--- config.mk ---
export PLATFORM = sky130hd
export DESIGN_NAME = aocr_core
export DESIGN_NICKNAME = d
export VERILOG_FILES = /design/src/core/aocr_pkg.sv /design/src/core/aocr_core.sv /design/src/core/aocr_sync3.sv
export SDC_FILE = /design/constraint.sdc
export NUM_CORES = 1
export LEC_CHECK = 0
export ABC_AREA = 0
export BUFFER_PORTS_ARGS = -buffer_cell sky130_fd_sc_hd__buf_2
export CAP_MARGIN = 10
export CORE_ASPECT_RATIO = 1.25
export CORE_MARGIN = 4
export CORE_UTILIZATION = 25
export DETAILED_ROUTE_END_ITERATION = 8
export GPL_ROUTABILITY_DRIVEN = 0
export GPL_TIMING_DRIVEN = 0
export SLEW_MARGIN = 40
export SYNTH_ARGS = -nofsm -noshare
export SYNTH_HDL_FRONTEND = slang
export SYNTH_SLANG_ARGS = --single-unit
export TNS_END_PERCENT = 20
--- constraint.sdc ---
create_clock -name core_clk -period 2.05 [get_ports core_clk]
set_input_delay 0.1025 -clock core_clk [delete_from_list [all_inputs] [get_ports core_clk]]
set_output_delay 0.1025 -clock core_clk [all_outputs]
set_load 0.05 [all_outputs]
--- src/core/aocr_pkg.sv ---
// Package for the result-coding and reference-supervision block.
// Assumes an APB slave with 32-bit data and word-aligned registers.
package aocr_pkg;
  localparam int DATA_W = 24;
  localparam int CHAN_W = 3;
  // Register byte offsets
  localparam logic [7:0] OFS_CTRL = 8'h00;
  localparam logic [7:0] OFS_STATUS = 8'h04;
  localparam logic [7:0] OFS_DATA = 8'h08;
  localparam logic [7:0] OFS_OFFCOEF = 8'h0c;
  localparam logic [7:0] OFS_GAINCOEF = 8'h10;
  // Control field positions
  localparam int CTRL_UNIPOLAR_BIT = 0;
  localparam int CTRL_BURNOUT_BIT = 1;
  localparam int CTRL_CHAN_LSB = 4;
  // Status field positions
  localparam int STAT_REFMISS_BIT = 0;
  localparam int STAT_READY_BIT = 1;
  // Reset values
  localparam logic [31:0] CTRL_RESET = 32'h0000_0000;
  localparam logic [23:0] OFFCOEF_RESET = 24'h80_0000;
  localparam logic [23:0] GAINCOEF_RESET = 24'h59_9999;
  // Conversion kinds reported with each filter result
  typedef enum logic [2:0] {
    AOCR_CONV_NORMAL = 3'b001,
    AOCR_CONV_OFFCAL = 3'b010,
    AOCR_CONV_GAINCAL = 3'b100
  } aocr_conv_t;
endpackage : aocr_pkg

--- src/core/aocr_core.sv ---
// Result coding, burnout control and reference supervision with an APB slave.
// Assumes filter results arrive as signed two's complement with a one-cycle valid,
// and that the comparator pins for reference fault are asynchronous levels.
// Functional notes
// - Unipolar results coded as straight binary
// - Bipolar results coded as offset binary
// - Polarity bit changes coding only
// - Burnout bit drives both currents together
// - Set reference-missing flag on low/open reference
// - Missing reference loads all ones as data
// - Missing reference inhibits calibration coefficient write
// - Channel switch holds ready high until settled
module aocr_core #(
  parameter int DATA_W = aocr_pkg::DATA_W,
  parameter int CHAN_W = aocr_pkg::CHAN_W
) (
  input wire logic core_clk,
  input wire logic rst_b,
  input wire logic psel,
  input wire logic penable,
  input wire logic pwrite,
  input wire logic [7:0] paddr,
  input wire logic [31:0] pwdata,
  output logic [31:0] prdata,
  output logic pready,
  output logic pslverr,
  input wire logic ref_low_pin,
  input wire logic ref_open_pin,
  input wire logic result_valid,
  input wire logic [DATA_W-1:0] result_signed,
  input wire logic result_settled,
  input wire logic [2:0] result_kind,
  output logic burnout_source_en,
  output logic burnout_sink_en,
  output logic unipolar_mode,
  output logic [CHAN_W-1:0] channel_sel,
  output logic ready_b
);
  logic ref_low;
  logic ref_open;
  logic reference_missing_flag;
  logic [31:0] ctrl;
  logic [DATA_W-1:0] data_reg;
  logic [DATA_W-1:0] off_coef;
  logic [DATA_W-1:0] gain_coef;
  logic [DATA_W-1:0] coded;
  logic wr_en;
  logic rd_ok;
  logic chan_write;
  logic data_read;
  logic cal_ok;

  aocr_sync3 u_sync_low (
    .core_clk(core_clk),
    .rst_b(rst_b),
    .pin(ref_low_pin),
    .level(ref_low)
  );

  aocr_sync3 u_sync_open (
    .core_clk(core_clk),
    .rst_b(rst_b),
    .pin(ref_open_pin),
    .level(ref_open)
  );

  function automatic logic addr_hit(input logic [7:0] a);
    addr_hit = (a == aocr_pkg::OFS_CTRL) || (a == aocr_pkg::OFS_STATUS) ||
               (a == aocr_pkg::OFS_DATA) || (a == aocr_pkg::OFS_OFFCOEF) ||
               (a == aocr_pkg::OFS_GAINCOEF);
  endfunction : addr_hit

  // Zero-wait slave: every access completes in its first access cycle
  assign pready = 1'b1;
  assign rd_ok = addr_hit(paddr);
  assign pslverr = psel && penable && !rd_ok;
  assign wr_en = psel && penable && pwrite && rd_ok;
  assign chan_write = wr_en && (paddr == aocr_pkg::OFS_CTRL) &&
    (pwdata[aocr_pkg::CTRL_CHAN_LSB +: CHAN_W] != channel_sel);
  assign data_read = psel && penable && !pwrite && (paddr == aocr_pkg::OFS_DATA);

  assign unipolar_mode = ctrl[aocr_pkg::CTRL_UNIPOLAR_BIT];
  assign channel_sel = ctrl[aocr_pkg::CTRL_CHAN_LSB +: CHAN_W];

  always_ff @(posedge core_clk) begin
    if (!rst_b) begin
      ctrl <= aocr_pkg::CTRL_RESET;
    end else if (wr_en && paddr == aocr_pkg::OFS_CTRL) begin
      ctrl <= pwdata;
    end
  end

  // Both current sources follow one bit so they can never be split
  always_ff @(posedge core_clk) begin
    if (!rst_b) begin
      burnout_source_en <= 1'b0;
      burnout_sink_en <= 1'b0;
    end else begin
      burnout_source_en <= ctrl[aocr_pkg::CTRL_BURNOUT_BIT];
      burnout_sink_en <= ctrl[aocr_pkg::CTRL_BURNOUT_BIT];
    end
  end

  // Flag follows the filtered comparators, so it clears by itself
  always_ff @(posedge core_clk) begin
    if (!rst_b) begin
      reference_missing_flag <= 1'b0;
    end else begin
      reference_missing_flag <= ref_low || ref_open;
    end
  end

  // Coding only; the input path is untouched by the polarity bit
  always_comb begin
    if (unipolar_mode) begin
      // Negative results clamp to zero scale in straight binary
      // Repeating the LSB lets positive full scale reach all ones
      coded = result_signed[DATA_W-1] ? '0 :
        {result_signed[DATA_W-2:0], result_signed[0]};
    end else begin
      coded = {~result_signed[DATA_W-1], result_signed[DATA_W-2:0]};
    end
  end

  assign cal_ok = !reference_missing_flag;

  always_ff @(posedge core_clk) begin
    if (!rst_b) begin
      data_reg <= '0;
    end else if (result_valid && result_kind == aocr_pkg::AOCR_CONV_NORMAL) begin
      data_reg <= reference_missing_flag ? '1 : coded;
    end
  end

  // A fault during calibration keeps the old coefficient
  always_ff @(posedge core_clk) begin
    if (!rst_b) begin
      off_coef <= aocr_pkg::OFFCOEF_RESET;
    end else if (wr_en && paddr == aocr_pkg::OFS_OFFCOEF) begin
      off_coef <= pwdata[DATA_W-1:0];
    end else if (result_valid && result_kind == aocr_pkg::AOCR_CONV_OFFCAL && cal_ok) begin
      off_coef <= result_signed;
    end
  end

  always_ff @(posedge core_clk) begin
    if (!rst_b) begin
      gain_coef <= aocr_pkg::GAINCOEF_RESET;
    end else if (wr_en && paddr == aocr_pkg::OFS_GAINCOEF) begin
      gain_coef <= pwdata[DATA_W-1:0];
    end else if (result_valid && result_kind == aocr_pkg::AOCR_CONV_GAINCAL && cal_ok) begin
      gain_coef <= result_signed;
    end
  end

  // Ready is high after switch or read; a settled result wins over a same-cycle read
  always_ff @(posedge core_clk) begin
    if (!rst_b) begin
      ready_b <= 1'b1;
    end else if (chan_write) begin
      ready_b <= 1'b1;
    end else if (result_valid && result_settled &&
                 result_kind == aocr_pkg::AOCR_CONV_NORMAL) begin
      ready_b <= 1'b0;
    end else if (data_read) begin
      ready_b <= 1'b1;
    end
  end

  always_comb begin
    prdata = 32'h0000_0000;
    case (paddr)
      aocr_pkg::OFS_CTRL: prdata = ctrl;
      aocr_pkg::OFS_STATUS: begin
        prdata[aocr_pkg::STAT_REFMISS_BIT] = reference_missing_flag;
        prdata[aocr_pkg::STAT_READY_BIT] = ready_b;
      end
      aocr_pkg::OFS_DATA: prdata[DATA_W-1:0] = data_reg;
      aocr_pkg::OFS_OFFCOEF: prdata[DATA_W-1:0] = off_coef;
      aocr_pkg::OFS_GAINCOEF: prdata[DATA_W-1:0] = gain_coef;
      default: prdata = 32'h0000_0000;
    endcase
  end

  AST_UNI_CODE: assert property (@(posedge core_clk) disable iff (!rst_b)
    result_valid && result_kind == aocr_pkg::AOCR_CONV_NORMAL && unipolar_mode &&
    !reference_missing_flag && result_signed == '0 |=> data_reg == '0)
    else $error("unipolar zero not coded as zero");
  AST_UNI_TOP: assert property (@(posedge core_clk) disable iff (!rst_b)
    result_valid && result_kind == aocr_pkg::AOCR_CONV_NORMAL && unipolar_mode &&
    !reference_missing_flag && result_signed == {1'b0, {(DATA_W-1){1'b1}}} |=>
    data_reg == '1)
    else $error("unipolar full scale not coded as all ones");
  AST_BIP_CODE: assert property (@(posedge core_clk) disable iff (!rst_b)
    result_valid && result_kind == aocr_pkg::AOCR_CONV_NORMAL && !unipolar_mode &&
    !reference_missing_flag |=> data_reg == {~$past(result_signed[DATA_W-1]),
    $past(result_signed[DATA_W-2:0])})
    else $error("bipolar coding wrong");
  AST_BIP_MID: assert property (@(posedge core_clk) disable iff (!rst_b)
    result_valid && result_kind == aocr_pkg::AOCR_CONV_NORMAL && !unipolar_mode &&
    !reference_missing_flag && result_signed == '0 |=> data_reg[DATA_W-1] == 1'b1)
    else $error("bipolar zero missing top bit");
  AST_BURNOUT: assert property (@(posedge core_clk) disable iff (!rst_b)
    ##1 burnout_source_en == burnout_sink_en &&
    burnout_source_en == $past(ctrl[aocr_pkg::CTRL_BURNOUT_BIT]))
    else $error("burnout currents not switched together");
  AST_REFMISS_SET: assert property (@(posedge core_clk) disable iff (!rst_b)
    (ref_low || ref_open) |=> reference_missing_flag)
    else $error("reference missing flag not set");
  AST_ALL_ONES: assert property (@(posedge core_clk) disable iff (!rst_b)
    result_valid && result_kind == aocr_pkg::AOCR_CONV_NORMAL &&
    reference_missing_flag |=> data_reg == '1)
    else $error("data not forced to all ones");
  AST_CAL_HOLD: assert property (@(posedge core_clk) disable iff (!rst_b)
    result_valid && result_kind == aocr_pkg::AOCR_CONV_OFFCAL && reference_missing_flag &&
    !(wr_en && paddr == aocr_pkg::OFS_OFFCOEF) |=> $stable(off_coef))
    else $error("offset coefficient written without reference");
  AST_GAIN_HOLD: assert property (@(posedge core_clk) disable iff (!rst_b)
    result_valid && result_kind == aocr_pkg::AOCR_CONV_GAINCAL && reference_missing_flag &&
    !(wr_en && paddr == aocr_pkg::OFS_GAINCOEF) |=> $stable(gain_coef))
    else $error("gain coefficient written without reference");
  AST_CHAN_READY: assert property (@(posedge core_clk) disable iff (!rst_b)
    chan_write |=> ready_b)
    else $error("ready not raised on channel switch");
  AST_READY_HOLD: assert property (@(posedge core_clk) disable iff (!rst_b)
    ready_b && !(result_valid && result_settled &&
    result_kind == aocr_pkg::AOCR_CONV_NORMAL) |=> ready_b)
    else $error("ready dropped without a settled result");
  AST_REF_CLEAR: assert property (@(posedge core_clk) disable iff (!rst_b)
    !ref_low && !ref_open |=> !reference_missing_flag)
    else $error("reference flag did not clear");
endmodule : aocr_core

--- src/core/aocr_sync3.sv ---
// Three-stage synchroniser with agreement filter for asynchronous pins.
// Assumes the pin is a slow level; a change counts when stages two and three agree.
module aocr_sync3 (
  input wire logic core_clk,
  input wire logic rst_b,
  input wire logic pin,
  output logic level
);
  logic s1;
  logic s2;
  logic s3;

  always_ff @(posedge core_clk) begin
    if (!rst_b) begin
      s1 <= 1'b0;
      s2 <= 1'b0;
      s3 <= 1'b0;
    end else begin
      s1 <= pin;
      s2 <= s1;
      s3 <= s2;
    end
  end

  always_ff @(posedge core_clk) begin
    if (!rst_b) begin
      level <= 1'b0;
    end else if (s2 == s3) begin
      level <= s3;
    end
  end
endmodule : aocr_sync3

==> qor.csv, run 1 <==
metric,value,unit
worst_slew_pin_slew,0.6593,ns
synth_top_area_share,41.29,%
cpPeakStageDelay,0.58,ns
nets,985,
areaGrowthSynthToFinish,39.90,%
syn_area_per_cell,7.711,um^2
gr-total-overflow,0,
synth_edf_count,0,
start_kind,input port,
synthCells,723,
antenna_found_initial,0,
finalClockSkew,0.007447,ns
largest-register,ctrl,
pre_cts_ws,-0.5106,ns
syn_area,5575,um^2
cp_max_fo,10,
startpoint,paddr[7],
avgRoutedWirePerCell,18.89,um
final_util,35.83,%
critical_path_required,1.95,ns
layout_min_cycle_time,2.047,ns
ys_ff_latch,115,
hold_viol,0,
relSlewSlack,56.05,%
max_freq,488.6,MHz
path_clk_slew,0.05,ns
route.met3.wl,2002,um
start_util,25.61,%
cp_cell_sequence,buf_2 -> or4_4 -> nor3_4 -> clkbuf_8 -> a22oi_1 -> o21ai_0 -> buf_4,
setup_tns,0,ns
clock_path_buffers,2,
slowest_stage,or4_4,
largest_reg_flops,32,
synth_nets,799,
cp-end-kind,output pin,
layout-drive-gt1-share,20.09,%
rows,60,
drt_first_pass_iters,5,
yosysTopAreaCell,dfxtp_1,
n_antenna_cell,0,
insertion_delay,0.43,ns
max-cap-violations,0,
fin_crit_sh,99.84,%
grt_max_degree,17,
worst_ir_drop_vdd,0.6413,mV
rsz0062_at_grt,false,
place_area,6495,um^2
path_class,input port to output pin,
ys_seq_area_share,41.29,%
drtIter0Drc,472,
drc_errors,0,
core_area,21770,um^2
power,0.006204,W
synth.distinct_cells,41,
p_leak,2.984,nW
worstReg2RegStart,reference_missing_flag,
grt_pass1_wl,34270,um
wl_met1,9436,um
wl,22670,um
highest_layer,met4,
drv_slew,0,
port_buffers,114,
yosysWarnings,0,
final_cell_mix,"nand2_1 (167), o21ai_0 (116), dfxtp_1 (115)",
routed-wl-met2,10700,um
chipWidth,141.6,um
final_cell_area,7800,um^2
cts_made_buffers,17,
finalSetupViolCount,0,
grt_pass1_vias,6092,
worstPathArrival,1.94,ns
synthFlopType,dfxtp_1,
worst_slack,0.003205,ns
power_density,795.4,nW/um^2
die_h,175.0,um
hpwl,16690,um
ioPinCount,117,
htree_levels,4,
cts_root_buffer,clkbuf_16,
synthArstFlopShare,0,%
min-delay-start,result_signed[9],
synth_area_leaders,"dfxtp_1 (41%), nand2_1 (11%), o21ai_0 (11%), a31oi_1 (7.9%), a22oi_1 (5.5%)",
groute.usage.overall,17.97,%
num_vias,6291,
layout_commonest_cell,nand2_1,
ant_nets,0,
hp-class,input port to flip-flop,
tritoncts,built,
outcome,"finished, final reports clean",
design.die.area,24770,um^2
viasPerCell,5.243,
clock_sinks,115,
what timing repair did:
action / 4_1_cts / 5_1_grt
pin swaps: 0 / 1
endpoints found under the hold margin: 67 / 0
gates resized for setup: 29 / 23
setup endpoints to repair: 35 / 45
hold buffers: 53 / 0
setup buffers: 0 / 0
logic make-up (layout without fill, tap and decap cells):
kind of cell | after synthesis | in the layout | share of synthesized area, %
compound gates | 279 | 279 | 30.75
xor+xnor | 3 | 3 | 0.4714
buf+inv | 91 | 289 | 7.181
flops | 115 | 115 | 41.29
mux | 3 | 3 | 0.9874
other cells | 1 | 1 | 0.06726
simple gates | 231 | 231 | 19.25
metrics by stage:
stage	instances	hold WS (ns)
3_5_place_dp	1116	0.3419
3_3_place_gp	1116	0.3379
4_1_cts	1200	0.004798
6_report	1200	0.01440
2_1_floorplan	723	0.2298
5_1_grt	1200	0.03139
cells in the mapped netlist (2+ instances only):
library cell    n
a21boi_0        5
a21boi_1       29
a21oi_1         6
a221o_1         3
a22oi_1        41
a31oi_1        70
and2_1         17
and3_1          2
buf_1           2
buf_2           8
buf_4           5
buf_6           4
clkbuf_1       49
dfxtp_1       115
inv_1          23
mux4_2          2
nand2_1       167
nand2b_1        2
nand3_1         3
nand3b_1        2
nand4_1         2
nor2_1          6
nor2b_1         2
nor3_1          2
nor3b_1        15
nor3b_2         2
nor4_1          2
o21ai_0       119
o221a_2         2
o22ai_1         2
or4_4           2
xor2_1          3
per-layer routing:
layer | vias to the layer above | GRT usage (%)
met5 | - | 0
met4 | 0 | 5.520
met3 | 48 | 4.243
met2 | 321 | 29.25
met1 | 2975 | 23.53
li1 | 2947 | -
path summary, 6_finish.rpt:
| path | to | slack (ns) | cells past startpoint |
|---|---|---|---|
| hold / removal | gain_coef[9] | 0.01 | 3 |
| setup reg to reg | off_coef[14] | 0.09 | 5 |
| hold reg to reg | u_sync_low.s2 | 0.43 | 1 |
| setup / recovery | prdata[8] | 0.003 | 7 |
critical path, delay by kind of cell:
| kind | cells | cell delay [ns] |
|---|---|---|
| simple gates | 2 | 0.86 |
| compound gates | 2 | 0.34 |
| buf+inv | 3 | 0.65 |
layout make-up:
cell class / count / area (um^2)
flip-flops and latches: 115 / 2302
plain buffers: 68 / 350.3
inverters: 23 / 86.33
multi-input cells: 517 / 2919
clock buffers: 20 / 446.7
fillers: 2319 / 13970
clock inverters: 11 / 207.7
well taps: 279 / 349.1
repair buffers: 167 / 1139
power breakdown:
group | internal [W] | total [W] | switching, W
logic | 0.000224 | 0.000522 | 0.000298
clock network | 0.00229 | 0.00337 | 0.00108
registers | 0.00228 | 0.00231 | 0.0000265
Power figures use the tool's default switching activity.
==> run 2, diff against run 1 <==
--- a/config.mk
+++ b/config.mk
@@ -10,11 +10,12 @@
 export CAP_MARGIN = 10
 export CORE_ASPECT_RATIO = 1.25
 export CORE_MARGIN = 4
-export CORE_UTILIZATION = 25
+export CORE_UTILIZATION = 57
+export CTS_BUF_LIST = sky130_fd_sc_hd__clkbuf_8
 export DETAILED_ROUTE_END_ITERATION = 8
 export GPL_ROUTABILITY_DRIVEN = 0
 export GPL_TIMING_DRIVEN = 0
-export SLEW_MARGIN = 40
+export PLACE_DENSITY = 0.83
 export SYNTH_ARGS = -nofsm -noshare
 export SYNTH_HDL_FRONTEND = slang
 export SYNTH_SLANG_ARGS = --single-unit
==> qor.csv, run 2 (synthesis gave the netlist of run 1 again) <==
metric,value,unit
outcome,"finished, final reports clean",
insertion_delay,0.45,ns
drt_first_pass_iters,6,
setup_tns,0,ns
power,0.005042,W
path_clk_slew,0.07,ns
ioPinCount,117,
port_buffers,114,
path_class,input port to output pin,
relSlewSlack,55.23,%
critical_path_required,1.95,ns
worstReg2RegStart,reference_missing_flag,
largest_reg_flops,32,
groute.usage.overall,37.46,%
worst_ir_drop_vdd,0.4543,mV
start_util,58.02,%
cp_max_fo,10,
drtIter0Drc,947,
areaGrowthSynthToFinish,32.56,%
ant_nets,0,
start_kind,input port,
rows,40,
cp-end-kind,output pin,
power_density,682.2,nW/um^2
min-delay-start,result_settled,
final_cell_mix,"nand2_1 (167), o21ai_0 (118), dfxtp_1 (115)",
startpoint,paddr[4],
fin_crit_sh,98.35,%
nets,990,
hold_depth,3,
grt_pass1_vias,6455,
clock_sinks,115,
fin_hold_ws,0.04302,ns
drv_slew,0,
largest-register,ctrl,
finalSetupViolCount,0,
hold_viol,0,
die_h,118.6,um
grt_max_degree,17,
clock_path_buffers,2,
drc_errors,0,
cts_root_buffer,clkbuf_8,
worst_slew_pin_slew,0.6625,ns
r2r_cells,5,
core_area,9609,um^2
layout-drive-gt1-share,19.96,%
num_vias,6722,
layout_min_cycle_time,2.016,ns
worstPathArrival,1.91,ns
p_leak,2.896,nW
tritoncts,built,
max_freq,496.0,MHz
antenna_found_initial,0,
avgRoutedWirePerCell,19.94,um
hpwl,14410,um
gr-total-overflow,0,
finalClockSkew,0.007082,ns
cts_made_buffers,17,
hp-class,input port to flip-flop,
viasPerCell,6.384,
chipWidth,96.46,um
design.die.area,11440,um^2
grt_pass1_wl,32730,um
max-cap-violations,0,
n_antenna_cell,0,
htree_levels,4,
layout_commonest_cell,nand2_1,
wl,21000,um
[run 2: power by group]
| group | switching (W) | internal, W |
|---|---|---|
| logic | 0.000299 | 0.000229 |
| clock network | 0.000928 | 0.00128 |
| registers | 0.0000285 | 0.00228 |
[run 2: what timing repair did]
action	CTS	global route
hold endpoints to repair	79	0
hold buffers	57	0
setup endpoints to repair	30	59
resized for setup	9	36
pin swaps	0	2
buffers inserted	0	1
[run 2: path summary, 6_finish.rpt]
| path | to | slack [ns] |
|---|---|---|
| max | prdata[23] | 0.03 |
| max reg2reg | off_coef[20] | 0.04 |
| min | ready_b | 0.04 |
| min reg2reg | u_sync_open.s2 | 0.44 |
[run 2: final cells by class]
type | instances | area [um^2]
buffer | 68 | 334.1
clock buffer | 20 | 275.3
clock inverter | 12 | 137.6
fill | 693 | 2218
inverter | 23 | 86.33
multi-input combinational | 517 | 2919
sequential | 115 | 2302
tap | 126 | 157.7
timing repair buffer | 172 | 1179
[run 2: through the flow]
stage | cells | cell area (um^2) | utilization [%] | setup WS, ns
after global routing | 1053 | 7391 | 76.91 | -0.01718
after detailed placement | 963 | 6304 | 65.60 | -0.3608
after global placement | 963 | 6304 | 65.60 | -0.3255
after floorplan | 723 | 5575 | - | -0.002777
after CTS | 1052 | 7310 | 76.07 | 0.007917
final | 1053 | 7391 | 76.91 | 0.03382
[run 2: routing by layer]
metal  up-vias  part of all wire (%)  track usage [%]
met5         -                     0                0
met4         0                   9.2            27.19
met3       172                    11            9.039
met2       575                    45            57.69
met1      3034                    35            44.36
li1       2941                     -                -
[run 2: worst max-delay path: stages]
cell	delay (ns)
buf_2	0.16
nor2b_1	0.14
clkbuf_1	0.23
clkbuf_1	0.42
a22oi_1	0.17
o21ai_0	0.39
buf_4	0.28
